[config.mk]
export PLATFORM = sky130hd
export DESIGN_NAME = aop_float_origin
export DESIGN_NICKNAME = d
export VERILOG_FILES = /design/src/aop_pkg.sv /design/src/aop_float_origin.sv
export SDC_FILE = /design/constraint.sdc
export NUM_CORES = 1
export LEC_CHECK = 0
export BUFFER_PORTS_ARGS = -buffer_cell sky130_fd_sc_hd__buf_2
export CAP_MARGIN = 0
export CORE_MARGIN = 8
export CORE_UTILIZATION = 45
export CTS_CLUSTER_SIZE = 30
export DETAILED_ROUTE_END_ITERATION = 6
export PLACE_DENSITY = 0.71
export SETUP_SLACK_MARGIN = 0.4
export SLEW_MARGIN = 0
export SYNTH_ARGS = -nofsm -noshare
export SYNTH_HDL_FRONTEND = slang
export SYNTH_SLANG_ARGS = --single-unit
[constraint.sdc]
create_clock -name core_clk -period 4.05 [get_ports core_clk]
set_clock_uncertainty 0.2 [all_clocks]
set_input_delay 0.81 -clock core_clk [delete_from_list [all_inputs] [get_ports core_clk]]
set_output_delay 0.81 -clock core_clk [all_outputs]
set_load 0.03 [all_outputs]
[src/aop_pkg.sv]
package aop_pkg;

  // Register byte offsets
  localparam logic [7:0] AOP_OFF_CTRL    = 8'h00;
  localparam logic [7:0] AOP_OFF_STATUS  = 8'h04;
  localparam logic [7:0] AOP_OFF_POS_X   = 8'h08;
  localparam logic [7:0] AOP_OFF_POS_Y   = 8'h0c;
  localparam logic [7:0] AOP_OFF_IRQ_ST  = 8'h10;
  localparam logic [7:0] AOP_OFF_IRQ_EN  = 8'h14;
  localparam logic [7:0] AOP_OFF_IRQ_CLR = 8'h18;
  localparam logic [7:0] AOP_OFF_DS_POS  = 8'h1c;
  localparam logic [7:0] AOP_OFF_DS_SPD  = 8'h20;
  localparam logic [7:0] AOP_OFF_DS_DWL  = 8'h24;
  localparam logic [7:0] AOP_OFF_DS_AUX  = 8'h28;

  // Field positions: CTRL
  localparam int AOP_CTRL_REQ_BIT  = 0;
  localparam int AOP_CTRL_AXIS_LSB = 16;
  // Field positions: STATUS
  localparam int AOP_ST_XORG  = 0;
  localparam int AOP_ST_YORG  = 1;
  localparam int AOP_ST_IERR  = 2;
  // Interrupt event bits
  localparam int AOP_EV_DONE  = 0;
  localparam int AOP_EV_IERR  = 1;
  localparam int AOP_EV_SKIP  = 2;
  localparam int AOP_NEV      = 3;

  localparam logic [31:0] AOP_ZERO_POS  = 32'h0000_0000;
  localparam logic [15:0] AOP_AXIS_X    = 16'h0000;
  localparam logic [15:0] AOP_AXIS_Y    = 16'h0001;
  localparam logic [31:0] AOP_SPD_MIN   = 32'h0000_0001;
  localparam logic [31:0] AOP_SPD_MAX   = 32'h0001_86a0;
  localparam logic [15:0] AOP_DWELL_MAX = 16'hc350;
  localparam logic [1:0]  AOP_RESP_OK   = 2'b00;
  localparam logic [1:0]  AOP_RESP_ERR  = 2'b10;

  typedef struct packed {
    logic        in_motion;
    logic        axis_error;
  } aop_axis_st_t;

  // Direct-start operand set
  typedef struct packed {
    logic [31:0] target_position_operand;
    logic [31:0] target_speed_operand;
    logic [15:0] dwell_operand;
    logic [15:0] aux_code_operand;
  } aop_dstart_t;

  typedef enum logic [2:0] {
    AOP_IDLE = 3'b001,
    AOP_EXEC = 3'b010,
    AOP_ERR  = 3'b100
  } aop_state_t;

endpackage

[src/aop_float_origin.sv]
`timescale 1ns/1ps
module aop_float_origin (
  // Clock and reset
  input  wire logic                core_clk,
  input  wire logic                reset_n,
  // AXI4-Lite slave
  input  wire logic [7:0]          s_axi_awaddr,
  input  wire logic                s_axi_awvalid,
  output logic                     s_axi_awready,
  input  wire logic [31:0]         s_axi_wdata,
  input  wire logic [3:0]          s_axi_wstrb,
  input  wire logic                s_axi_wvalid,
  output logic                     s_axi_wready,
  output logic [1:0]               s_axi_bresp,
  output logic                     s_axi_bvalid,
  input  wire logic                s_axi_bready,
  input  wire logic [7:0]          s_axi_araddr,
  input  wire logic                s_axi_arvalid,
  output logic                     s_axi_arready,
  output logic [31:0]              s_axi_rdata,
  output logic [1:0]               s_axi_rresp,
  output logic                     s_axi_rvalid,
  input  wire logic                s_axi_rready,
  // Axis state from the motion engine
  input  wire aop_pkg::aop_axis_st_t axis_x_st,
  input  wire aop_pkg::aop_axis_st_t axis_y_st,
  input  wire logic [31:0]         pos_x_in,
  input  wire logic [31:0]         pos_y_in,
  // Position preset to the motion engine
  output logic                     preset_x,
  output logic                     preset_y,
  output logic [31:0]              preset_value,
  // Direct-start operands as held
  output aop_pkg::aop_dstart_t     dstart_ops,
  output logic                     dstart_ops_ok,
  // Status and interrupt
  output logic                     x_origin_established_bit,
  output logic                     y_origin_established_bit,
  output logic                     instruction_error_flag,
  output logic                     irq
);
  import aop_pkg::*;

  logic [7:0]  aw_addr_reg, aw_addr_next;
  logic        aw_have_reg, aw_have_next;
  logic [31:0] w_data_reg,  w_data_next;
  logic [3:0]  w_strb_reg,  w_strb_next;
  logic        w_have_reg,  w_have_next;
  logic        bvalid_reg,  bvalid_next;
  logic [1:0]  bresp_reg,   bresp_next;
  logic        rvalid_reg,  rvalid_next;
  logic [31:0] rdata_reg,   rdata_next;
  logic [1:0]  rresp_reg,   rresp_next;
  logic        req_reg,     req_next;
  logic        req_d_reg,   req_d_next;
  logic [15:0] axis_reg,    axis_next;
  logic        xorg_reg,    xorg_next;
  logic        yorg_reg,    yorg_next;
  logic        ierr_reg,    ierr_next;
  logic [AOP_NEV-1:0] ist_reg, ist_next;
  logic [AOP_NEV-1:0] ien_reg, ien_next;
  aop_dstart_t ds_reg,      ds_next;
  aop_state_t  state_reg,   state_next;
  logic        px_reg,      px_next;
  logic        py_reg,      py_next;

  logic        wr_fire;
  logic        rise;
  logic        busy_sel;
  logic [AOP_NEV-1:0] ev;
  logic [AOP_NEV-1:0] clr;
  logic [31:0] wmask;

  assign s_axi_awready = !aw_have_reg && !bvalid_reg;
  assign s_axi_wready  = !w_have_reg && !bvalid_reg;
  assign s_axi_arready = !rvalid_reg;
  assign s_axi_bvalid  = bvalid_reg;
  assign s_axi_bresp   = bresp_reg;
  assign s_axi_rvalid  = rvalid_reg;
  assign s_axi_rdata   = rdata_reg;
  assign s_axi_rresp   = rresp_reg;
  assign wr_fire       = aw_have_reg && w_have_reg && !bvalid_reg;

  // Byte-lane mask for writes
  for (genvar i = 0; i < 4; i++) begin : g_mask
    assign wmask[i*8 +: 8] = {8{w_strb_reg[i]}};
  end

  // Rising edge of the request level
  assign rise = req_reg && !req_d_reg;
  assign busy_sel = (axis_reg == AOP_AXIS_X) ?
    (axis_x_st.in_motion || axis_x_st.axis_error) :
    (axis_y_st.in_motion || axis_y_st.axis_error);

  always_comb begin
    aw_addr_next = aw_addr_reg;
    aw_have_next = aw_have_reg;
    w_data_next  = w_data_reg;
    w_strb_next  = w_strb_reg;
    w_have_next  = w_have_reg;
    bvalid_next  = bvalid_reg;
    bresp_next   = bresp_reg;
    rvalid_next  = rvalid_reg;
    rdata_next   = rdata_reg;
    rresp_next   = rresp_reg;
    req_next     = req_reg;
    axis_next    = axis_reg;
    ien_next     = ien_reg;
    ds_next      = ds_reg;
    clr          = '0;
    if (s_axi_awvalid && s_axi_awready) begin
      aw_addr_next = s_axi_awaddr;
      aw_have_next = 1'b1;
    end
    if (s_axi_wvalid && s_axi_wready) begin
      w_data_next = s_axi_wdata;
      w_strb_next = s_axi_wstrb;
      w_have_next = 1'b1;
    end
    if (wr_fire) begin
      aw_have_next = 1'b0;
      w_have_next  = 1'b0;
      bvalid_next  = 1'b1;
      bresp_next   = AOP_RESP_OK;
      case (aw_addr_reg)
        AOP_OFF_CTRL: begin
          if (w_strb_reg[0]) begin
            req_next = w_data_reg[AOP_CTRL_REQ_BIT];
          end
          axis_next = (axis_reg & ~wmask[31:16]) |
                      (w_data_reg[31:16] & wmask[31:16]);
        end
        AOP_OFF_IRQ_EN:  ien_next = w_data_reg[AOP_NEV-1:0];
        AOP_OFF_IRQ_CLR: clr = w_data_reg[AOP_NEV-1:0];
        AOP_OFF_DS_POS: ds_next.target_position_operand =
          (ds_reg.target_position_operand & ~wmask) | (w_data_reg & wmask);
        AOP_OFF_DS_SPD: ds_next.target_speed_operand =
          (ds_reg.target_speed_operand & ~wmask) | (w_data_reg & wmask);
        AOP_OFF_DS_DWL: ds_next.dwell_operand = w_data_reg[15:0];
        AOP_OFF_DS_AUX: ds_next.aux_code_operand = w_data_reg[15:0];
        AOP_OFF_STATUS, AOP_OFF_POS_X, AOP_OFF_POS_Y, AOP_OFF_IRQ_ST: ;
        default: bresp_next = AOP_RESP_ERR;
      endcase
    end else if (bvalid_reg && s_axi_bready) begin
      bvalid_next = 1'b0;
    end
    if (s_axi_arvalid && s_axi_arready) begin
      rvalid_next = 1'b1;
      rresp_next  = AOP_RESP_OK;
      case (s_axi_araddr)
        AOP_OFF_CTRL:   rdata_next = {axis_reg, 15'h0000, req_reg};
        AOP_OFF_STATUS: rdata_next = {29'h0000_0000, ierr_reg,
                                      yorg_reg, xorg_reg};
        AOP_OFF_POS_X:  rdata_next = pos_x_in;
        AOP_OFF_POS_Y:  rdata_next = pos_y_in;
        AOP_OFF_IRQ_ST: rdata_next = {29'h0000_0000, ist_reg};
        AOP_OFF_IRQ_EN: rdata_next = {29'h0000_0000, ien_reg};
        AOP_OFF_DS_POS: rdata_next = ds_reg.target_position_operand;
        AOP_OFF_DS_SPD: rdata_next = ds_reg.target_speed_operand;
        AOP_OFF_DS_DWL: rdata_next = {16'h0000, ds_reg.dwell_operand};
        AOP_OFF_DS_AUX: rdata_next = {16'h0000, ds_reg.aux_code_operand};
        AOP_OFF_IRQ_CLR: rdata_next = 32'h0000_0000;
        default: begin
          rdata_next = 32'h0000_0000;
          rresp_next = AOP_RESP_ERR;
        end
      endcase
    end else if (rvalid_reg && s_axi_rready) begin
      rvalid_next = 1'b0;
    end
  end

  // Command sequencer; execution never starts motion, only a preset
  always_comb begin
    state_next = AOP_IDLE;
    xorg_next  = xorg_reg;
    yorg_next  = yorg_reg;
    ierr_next  = ierr_reg;
    px_next    = 1'b0;
    py_next    = 1'b0;
    ev         = '0;
    req_d_next = req_reg;
    case (state_reg)
      AOP_IDLE: begin
        if (rise) begin
          ierr_next = 1'b0;
          if (axis_reg != AOP_AXIS_X && axis_reg != AOP_AXIS_Y) begin
            state_next = AOP_ERR;
          end else if (busy_sel) begin
            ev[AOP_EV_SKIP] = 1'b1;
          end else begin
            state_next = AOP_EXEC;
          end
        end
      end
      AOP_EXEC: begin
        // Preset and origin flag land in the same cycle
        px_next = (axis_reg == AOP_AXIS_X);
        py_next = (axis_reg == AOP_AXIS_Y);
        if (axis_reg == AOP_AXIS_X) begin
          xorg_next = 1'b1;
        end else begin
          yorg_next = 1'b1;
        end
        ev[AOP_EV_DONE] = 1'b1;
      end
      AOP_ERR: begin
        // Per-axis error bits are inputs here and are never touched
        ierr_next = 1'b1;
        ev[AOP_EV_IERR] = 1'b1;
      end
      default: state_next = AOP_IDLE;
    endcase
    // Set wins over a clear in the same cycle
    ist_next = (ist_reg & ~clr) | ev;
  end

  always_ff @(posedge core_clk) begin
    if (!reset_n) begin
      aw_addr_reg <= 8'h00;
      aw_have_reg <= 1'b0;
      w_data_reg  <= 32'h0000_0000;
      w_strb_reg  <= 4'h0;
      w_have_reg  <= 1'b0;
      bvalid_reg  <= 1'b0;
      bresp_reg   <= AOP_RESP_OK;
      rvalid_reg  <= 1'b0;
      rdata_reg   <= 32'h0000_0000;
      rresp_reg   <= AOP_RESP_OK;
      req_reg     <= 1'b0;
      req_d_reg   <= 1'b0;
      axis_reg    <= AOP_AXIS_X;
      xorg_reg    <= 1'b0;
      yorg_reg    <= 1'b0;
      ierr_reg    <= 1'b0;
      ist_reg     <= '0;
      ien_reg     <= '0;
      ds_reg      <= '0;
      state_reg   <= AOP_IDLE;
      px_reg      <= 1'b0;
      py_reg      <= 1'b0;
    end else begin
      aw_addr_reg <= aw_addr_next;
      aw_have_reg <= aw_have_next;
      w_data_reg  <= w_data_next;
      w_strb_reg  <= w_strb_next;
      w_have_reg  <= w_have_next;
      bvalid_reg  <= bvalid_next;
      bresp_reg   <= bresp_next;
      rvalid_reg  <= rvalid_next;
      rdata_reg   <= rdata_next;
      rresp_reg   <= rresp_next;
      req_reg     <= req_next;
      req_d_reg   <= req_d_next;
      axis_reg    <= axis_next;
      xorg_reg    <= xorg_next;
      yorg_reg    <= yorg_next;
      ierr_reg    <= ierr_next;
      ist_reg     <= ist_next;
      ien_reg     <= ien_next;
      ds_reg      <= ds_next;
      state_reg   <= state_next;
      px_reg      <= px_next;
      py_reg      <= py_next;
    end
  end

  assign preset_x                 = px_reg;
  assign preset_y                 = py_reg;
  assign preset_value             = AOP_ZERO_POS;
  assign dstart_ops               = ds_reg;
  // Range check only; the far end may still refuse out-of-range data
  assign dstart_ops_ok = ds_reg.target_speed_operand >= AOP_SPD_MIN &&
    ds_reg.target_speed_operand <= AOP_SPD_MAX &&
    ds_reg.dwell_operand <= AOP_DWELL_MAX;
  assign x_origin_established_bit = xorg_reg;
  assign y_origin_established_bit = yorg_reg;
  assign instruction_error_flag   = ierr_reg;
  assign irq                      = |(ist_reg & ien_reg);

  a_edge_only: assert property (@(posedge core_clk) disable iff (!reset_n)
    (state_reg != AOP_IDLE) |-> $past(rise))
    else $error("command ran without a request edge");
  a_preset_org: assert property (@(posedge core_clk) disable iff (!reset_n)
    (state_reg == AOP_EXEC && axis_reg == AOP_AXIS_X) |=>
      (preset_x && xorg_reg && !preset_y))
    else $error("axis x preset or origin bit missing");
  a_bad_axis: assert property (@(posedge core_clk) disable iff (!reset_n)
    (rise && state_reg == AOP_IDLE && axis_reg > AOP_AXIS_Y) |=>
      ##1 (ierr_reg && !preset_x && !preset_y))
    else $error("bad axis did not flag error");
  a_busy_skip: assert property (@(posedge core_clk) disable iff (!reset_n)
    (rise && state_reg == AOP_IDLE && busy_sel) |=>
      (state_reg == AOP_IDLE) [*2])
    else $error("busy axis was not ignored");
  a_zero_only: assert property (@(posedge core_clk) disable iff (!reset_n)
    (preset_x || preset_y) |-> (preset_value == 32'h0000_0000))
    else $error("preset value not zero");
  a_speed_ok: assert property (@(posedge core_clk) disable iff (!reset_n)
    dstart_ops_ok |-> (ds_reg.target_speed_operand != 32'h0000_0000))
    else $error("zero speed reported valid");
  a_irq_level: assert property (@(posedge core_clk) disable iff (!reset_n)
    $rose(ist_reg[AOP_EV_DONE]) && ien_reg[AOP_EV_DONE] |-> irq)
    else $error("enabled event did not raise irq");
  a_bresp_late: assert property (@(posedge core_clk) disable iff (!reset_n)
    wr_fire |=> bvalid_reg)
    else $error("write response missing");

  c_float_x: cover property (@(posedge core_clk) disable iff (!reset_n)
    preset_x);
  c_float_y: cover property (@(posedge core_clk) disable iff (!reset_n)
    preset_y);
  c_bad_axis: cover property (@(posedge core_clk) disable iff (!reset_n)
    $rose(ierr_reg));
  c_skip: cover property (@(posedge core_clk) disable iff (!reset_n)
    ev[AOP_EV_SKIP]);

endmodule

==> impl_results.rst <==
.. list-table::
   :header-rows: 1

   * - Metric
     - Value
   * - Run status
     - finished clean
   * - Number of cells after detailed placement
     - ~1.6k
   * - Static power due to leakage
     - 0.00514 uW
   * - Number of hold violations in the final report
     - 0
   * - CTS clk-pin slew, worst paths
     - 0.06 ns
   * - Crit share post-route
     - 0.852
   * - Clock period minus final worst setup slack
     - about 3.5 ns
   * - Slowest cell delay on critical path
     - roughly 0.54 ns
   * - Detail-routed net length per standard cell
     - 20.6 um
   * - Tightest slew margin relative to the limit
     - 0.193
   * - Remaining routing DRC violations
     - 0
   * - FILL cells
     - around 2.1k
   * - DRT antenna net count
     - 0
   * - Number of buffers created by CTS
     - 23
   * - Timing-limited maximum frequency
     - about 290 MHz
   * - Cell at the slowest stage of the critical path
     - or4_1
   * - Ys flop type
     - dfxtp_1
   * - Fraction of layout instances using a drive strength above 1
     - 0.251
   * - Global router's overall resource usage
     - 0.239
   * - Width of the die
     - approximately 160 um
   * - Fraction of the mapped netlist area in adder cells
     - 0
   * - Actual slew at the worst max-slew pin
     - 1.21 ns
   * - Post-Place Setup Slack
     - 0.902 ns
   * - Max-slew violations
     - 0
   * - First drt pass iteration count
     - 6
   * - Hold-fix buffer count after cts
     - 0
   * - Clock tree root buffer cell
     - clkbuf_16
   * - Post-synth EDFFs
     - 0
   * - Starting Density
     - 0.453
   * - Worst Setup Start Kind
     - flop
   * - Synthesis-stage register bit count
     - 210
   * - Proportion of synthesized area in mux cells
     - 0.0719
   * - DRC violation total after the first TritonRoute iteration
     - slightly above 900
   * - Largest family of logic cells by synthesized area
     - simple AND/OR/NAND/NOR gates
   * - Die boundary height
     - between 150 and 200 um
   * - Number of antenna repair diodes
     - 0
   * - Setup repair after global routing missed its margin
     - no
   * - Req. time, crit path
     - 3.04 ns
   * - Largest fanout on the critical path
     - 4
   * - Simple-Gate Fraction of Synth Area
     - 0.227
   * - Post-CTS setup buffer count
     - 0
   * - Share of async-settable or async-resettable flops after synthesis
     - 0
   * - Global-route wire length before repair
     - 50800 um
   * - Detailed-route via count
     - 9276
   * - Number of levels the H-tree was split into
     - 1
   * - Kind of cell with the highest combined delay on the critical path
     - simple AND/OR/NAND/NOR gates
   * - Number of distinct library cells after synthesis
     - 72
   * - Kind of critical path
     - reg -> out
   * - Area of the mapped netlist
     - 9800 um2
   * - Mean post-synth cell area
     - just under 9 um2
   * - Number of vias per cell after detailed routing
     - between 5 and 6
   * - Compound-cell area share of the yosys netlist
     - 0.203
   * - Max VDD drop
     - about 0.00025 V
   * - Post-layout worst setup margin
     - about 0.6 ns
   * - Yosys synthesis warning count
     - 0
   * - XOR/XNOR share of the synthesized area
     - 0
   * - Worst min-delay path class
     - reg -> reg
   * - Sequential area share after synthesis
     - 0.429
   * - Clk_lat worst skew
     - ~0.5 ns
   * - Critical path capture point type
     - output pin
   * - Largest net degree at the start of global routing
     - between 100 and 150
   * - Number of top-level design ports
     - 303
   * - Number of global-route vias before repair
     - between 8k and 9k
   * - Final setup viols
     - 0
   * - Number of maximum-capacitance constraint violations
     - 0
   * - Core area
     - about 22000 um2
   * - Antenna violations before repair
     - 0
   * - Count of cells resized by post-cts repair
     - 0
   * - Sum of net half-perimeters after detailed placement
     - roughly 25000 um
   * - Number of sinks handled by clock tree synthesis
     - 210
   * - Area Growth Syn to Fin
     - 20.9%
   * - Die Area
     - 26800 um2
   * - Final estimated routing congestion in global placement
     - between 0.9 and 1
   * - Port Buf Inserts
     - around 270
   * - Total routed wirelength
     - ~34000 um
   * - Post-route setup TNS
     - 0 ns
   * - Final cell count without fillers
     - 1652
   * - Bufs on Longest Clock Path
     - 3
   * - Worst-path cell chain
     - or4_1, nor4_2, and3_1, o21ai_0, a311oi_1, buf_2
   * - Worst Path Buf+Inv
     - 1
   * - Layout net count
     - between 1k and 1.5k
   * - Residual overflow from global routing
     - 0
   * - Std-Cell Rows
     - 54
   * - Arr. time, crit path
     - 2.44 ns
   * - CTS tree
     - done
   * - Power Dens Cells
     - 394 nW/um2
   * - Synth Instances
     - 1134
worst min-delay path: stages (launching register included):
cell     delay (ns)
dfxtp_1        0.32
nand2_1        0.04
o21ai_0        0.05
final timing paths:
check	startpoint	to	slack, ns	depth (start not counted)
hold reg to reg	s_axi_rdata[3]	s_axi_rdata[3]	0.25	2
hold / removal	s_axi_rdata[3]	s_axi_rdata[3]	0.25	2
setup / recovery	flop	dstart_ops_ok	0.60	6
setup reg to reg	aw_addr_reg[3]	flop	1.19	4
cell type report:
| class | instances | area, um2 | area share |
|---|---|---|---|
| Clock buffer | 32 | 659 | 0.0556 |
| Inverter | 6 | 22.5 | 0.00190 |
| Sequential cell | 210 | 4200 | 0.355 |
| Timing Repair Buffer | 279 | 1430 | 0.120 |
| Tap cell | 280 | 350 | 0.0296 |
| Clock inverter | 9 | 124 | 0.0105 |
| Multi-Input combinational cell | 836 | 5060 | 0.427 |
cells in the final DEF, fill, tap and decap left out, drive strengths merged, types with 9 or more instances in the layout:
master  synthesis  routed
a31o            9       9
nor2           30      30
a22oi          24      24
buf            78     279
dfxtp         210     210
o21ai          57      57
conb            1      34
a21boi         95      95
o221ai         15      15
a222oi         16      16
clkbuf         37      32
nand3          36      36
mux2i          67      67
nor4           14      14
nand2         273     273
nand4          12      12
nor2b          43      43
cell usage after synthesis (5+ instances only):
library cell	n	area, um2
nand2_1	273	1020
dfxtp_1	210	4200
mux2i_1	67	671
a21boi_0	66	495
o21ai_0	56	280
buf_4	43	323
nor2b_1	43	269
clkbuf_1	36	135
nand3_1	34	170
a21boi_1	29	218
nor2_1	29	109
buf_2	27	135
a22oi_1	24	180
a222oi_1	16	160
o221ai_1	15	131
nor4_1	12	75.1
nand4_1	11	68.8
a31o_2	9	78.8
a21oi_1	7	35.0
and2_1	7	43.8
and3_1	7	43.8
nor3_1	7	35.0
o2bb2ai_1	7	61.3
and4_1	6	52.6
inv_1	6	22.5
a32oi_1	5	43.8
buf_1	5	18.8
nand3b_1	5	37.5
nand4b_1	5	43.8
routing by layer:
metal / global-route usage / vias to the layer above / share of wire
met5: 0 / - / 0
met4: 0.0682 / 0 / 0.022
met3: 0.0401 / 55 / 0.084
met2: 0.377 / 450 / 0.46
met1: 0.329 / 4371 / 0.44
li1: - / 4400 / -
metrics by stage:
step / hold WS (ns) / power, uW / util / instance area (um2)
6_report: 0.246 / 4670 / 0.548 / 11800
5_1_grt: 0.276 / 4830 / 0.548 / 11800
4_1_cts: 0.250 / 4690 / 0.548 / 11800
3_5_place_dp: 0.239 / 2560 / 0.512 / 11100
3_3_place_gp: 0.233 / 2560 / 0.512 / 11100
2_1_floorplan: 0.243 / 2440 / - / 9930
kinds of logic after synthesis:
family                 after synthesis
buffers and inverters              121
other                                1
AO/OA/AOI/OAI                      270
multiplexers                        70
AND/OR/NAND/NOR                    462
flip-flops                         210
where the power goes:
part	switching, uW	total (uW)	internal (uW)	leakage [uW]
clock	823	2150	1320	0.000391
sequential	51.5	2150	2100	0.00170
combinational	241	370	129	0.00305
Note: power is estimated with default switching activity, not from simulation.
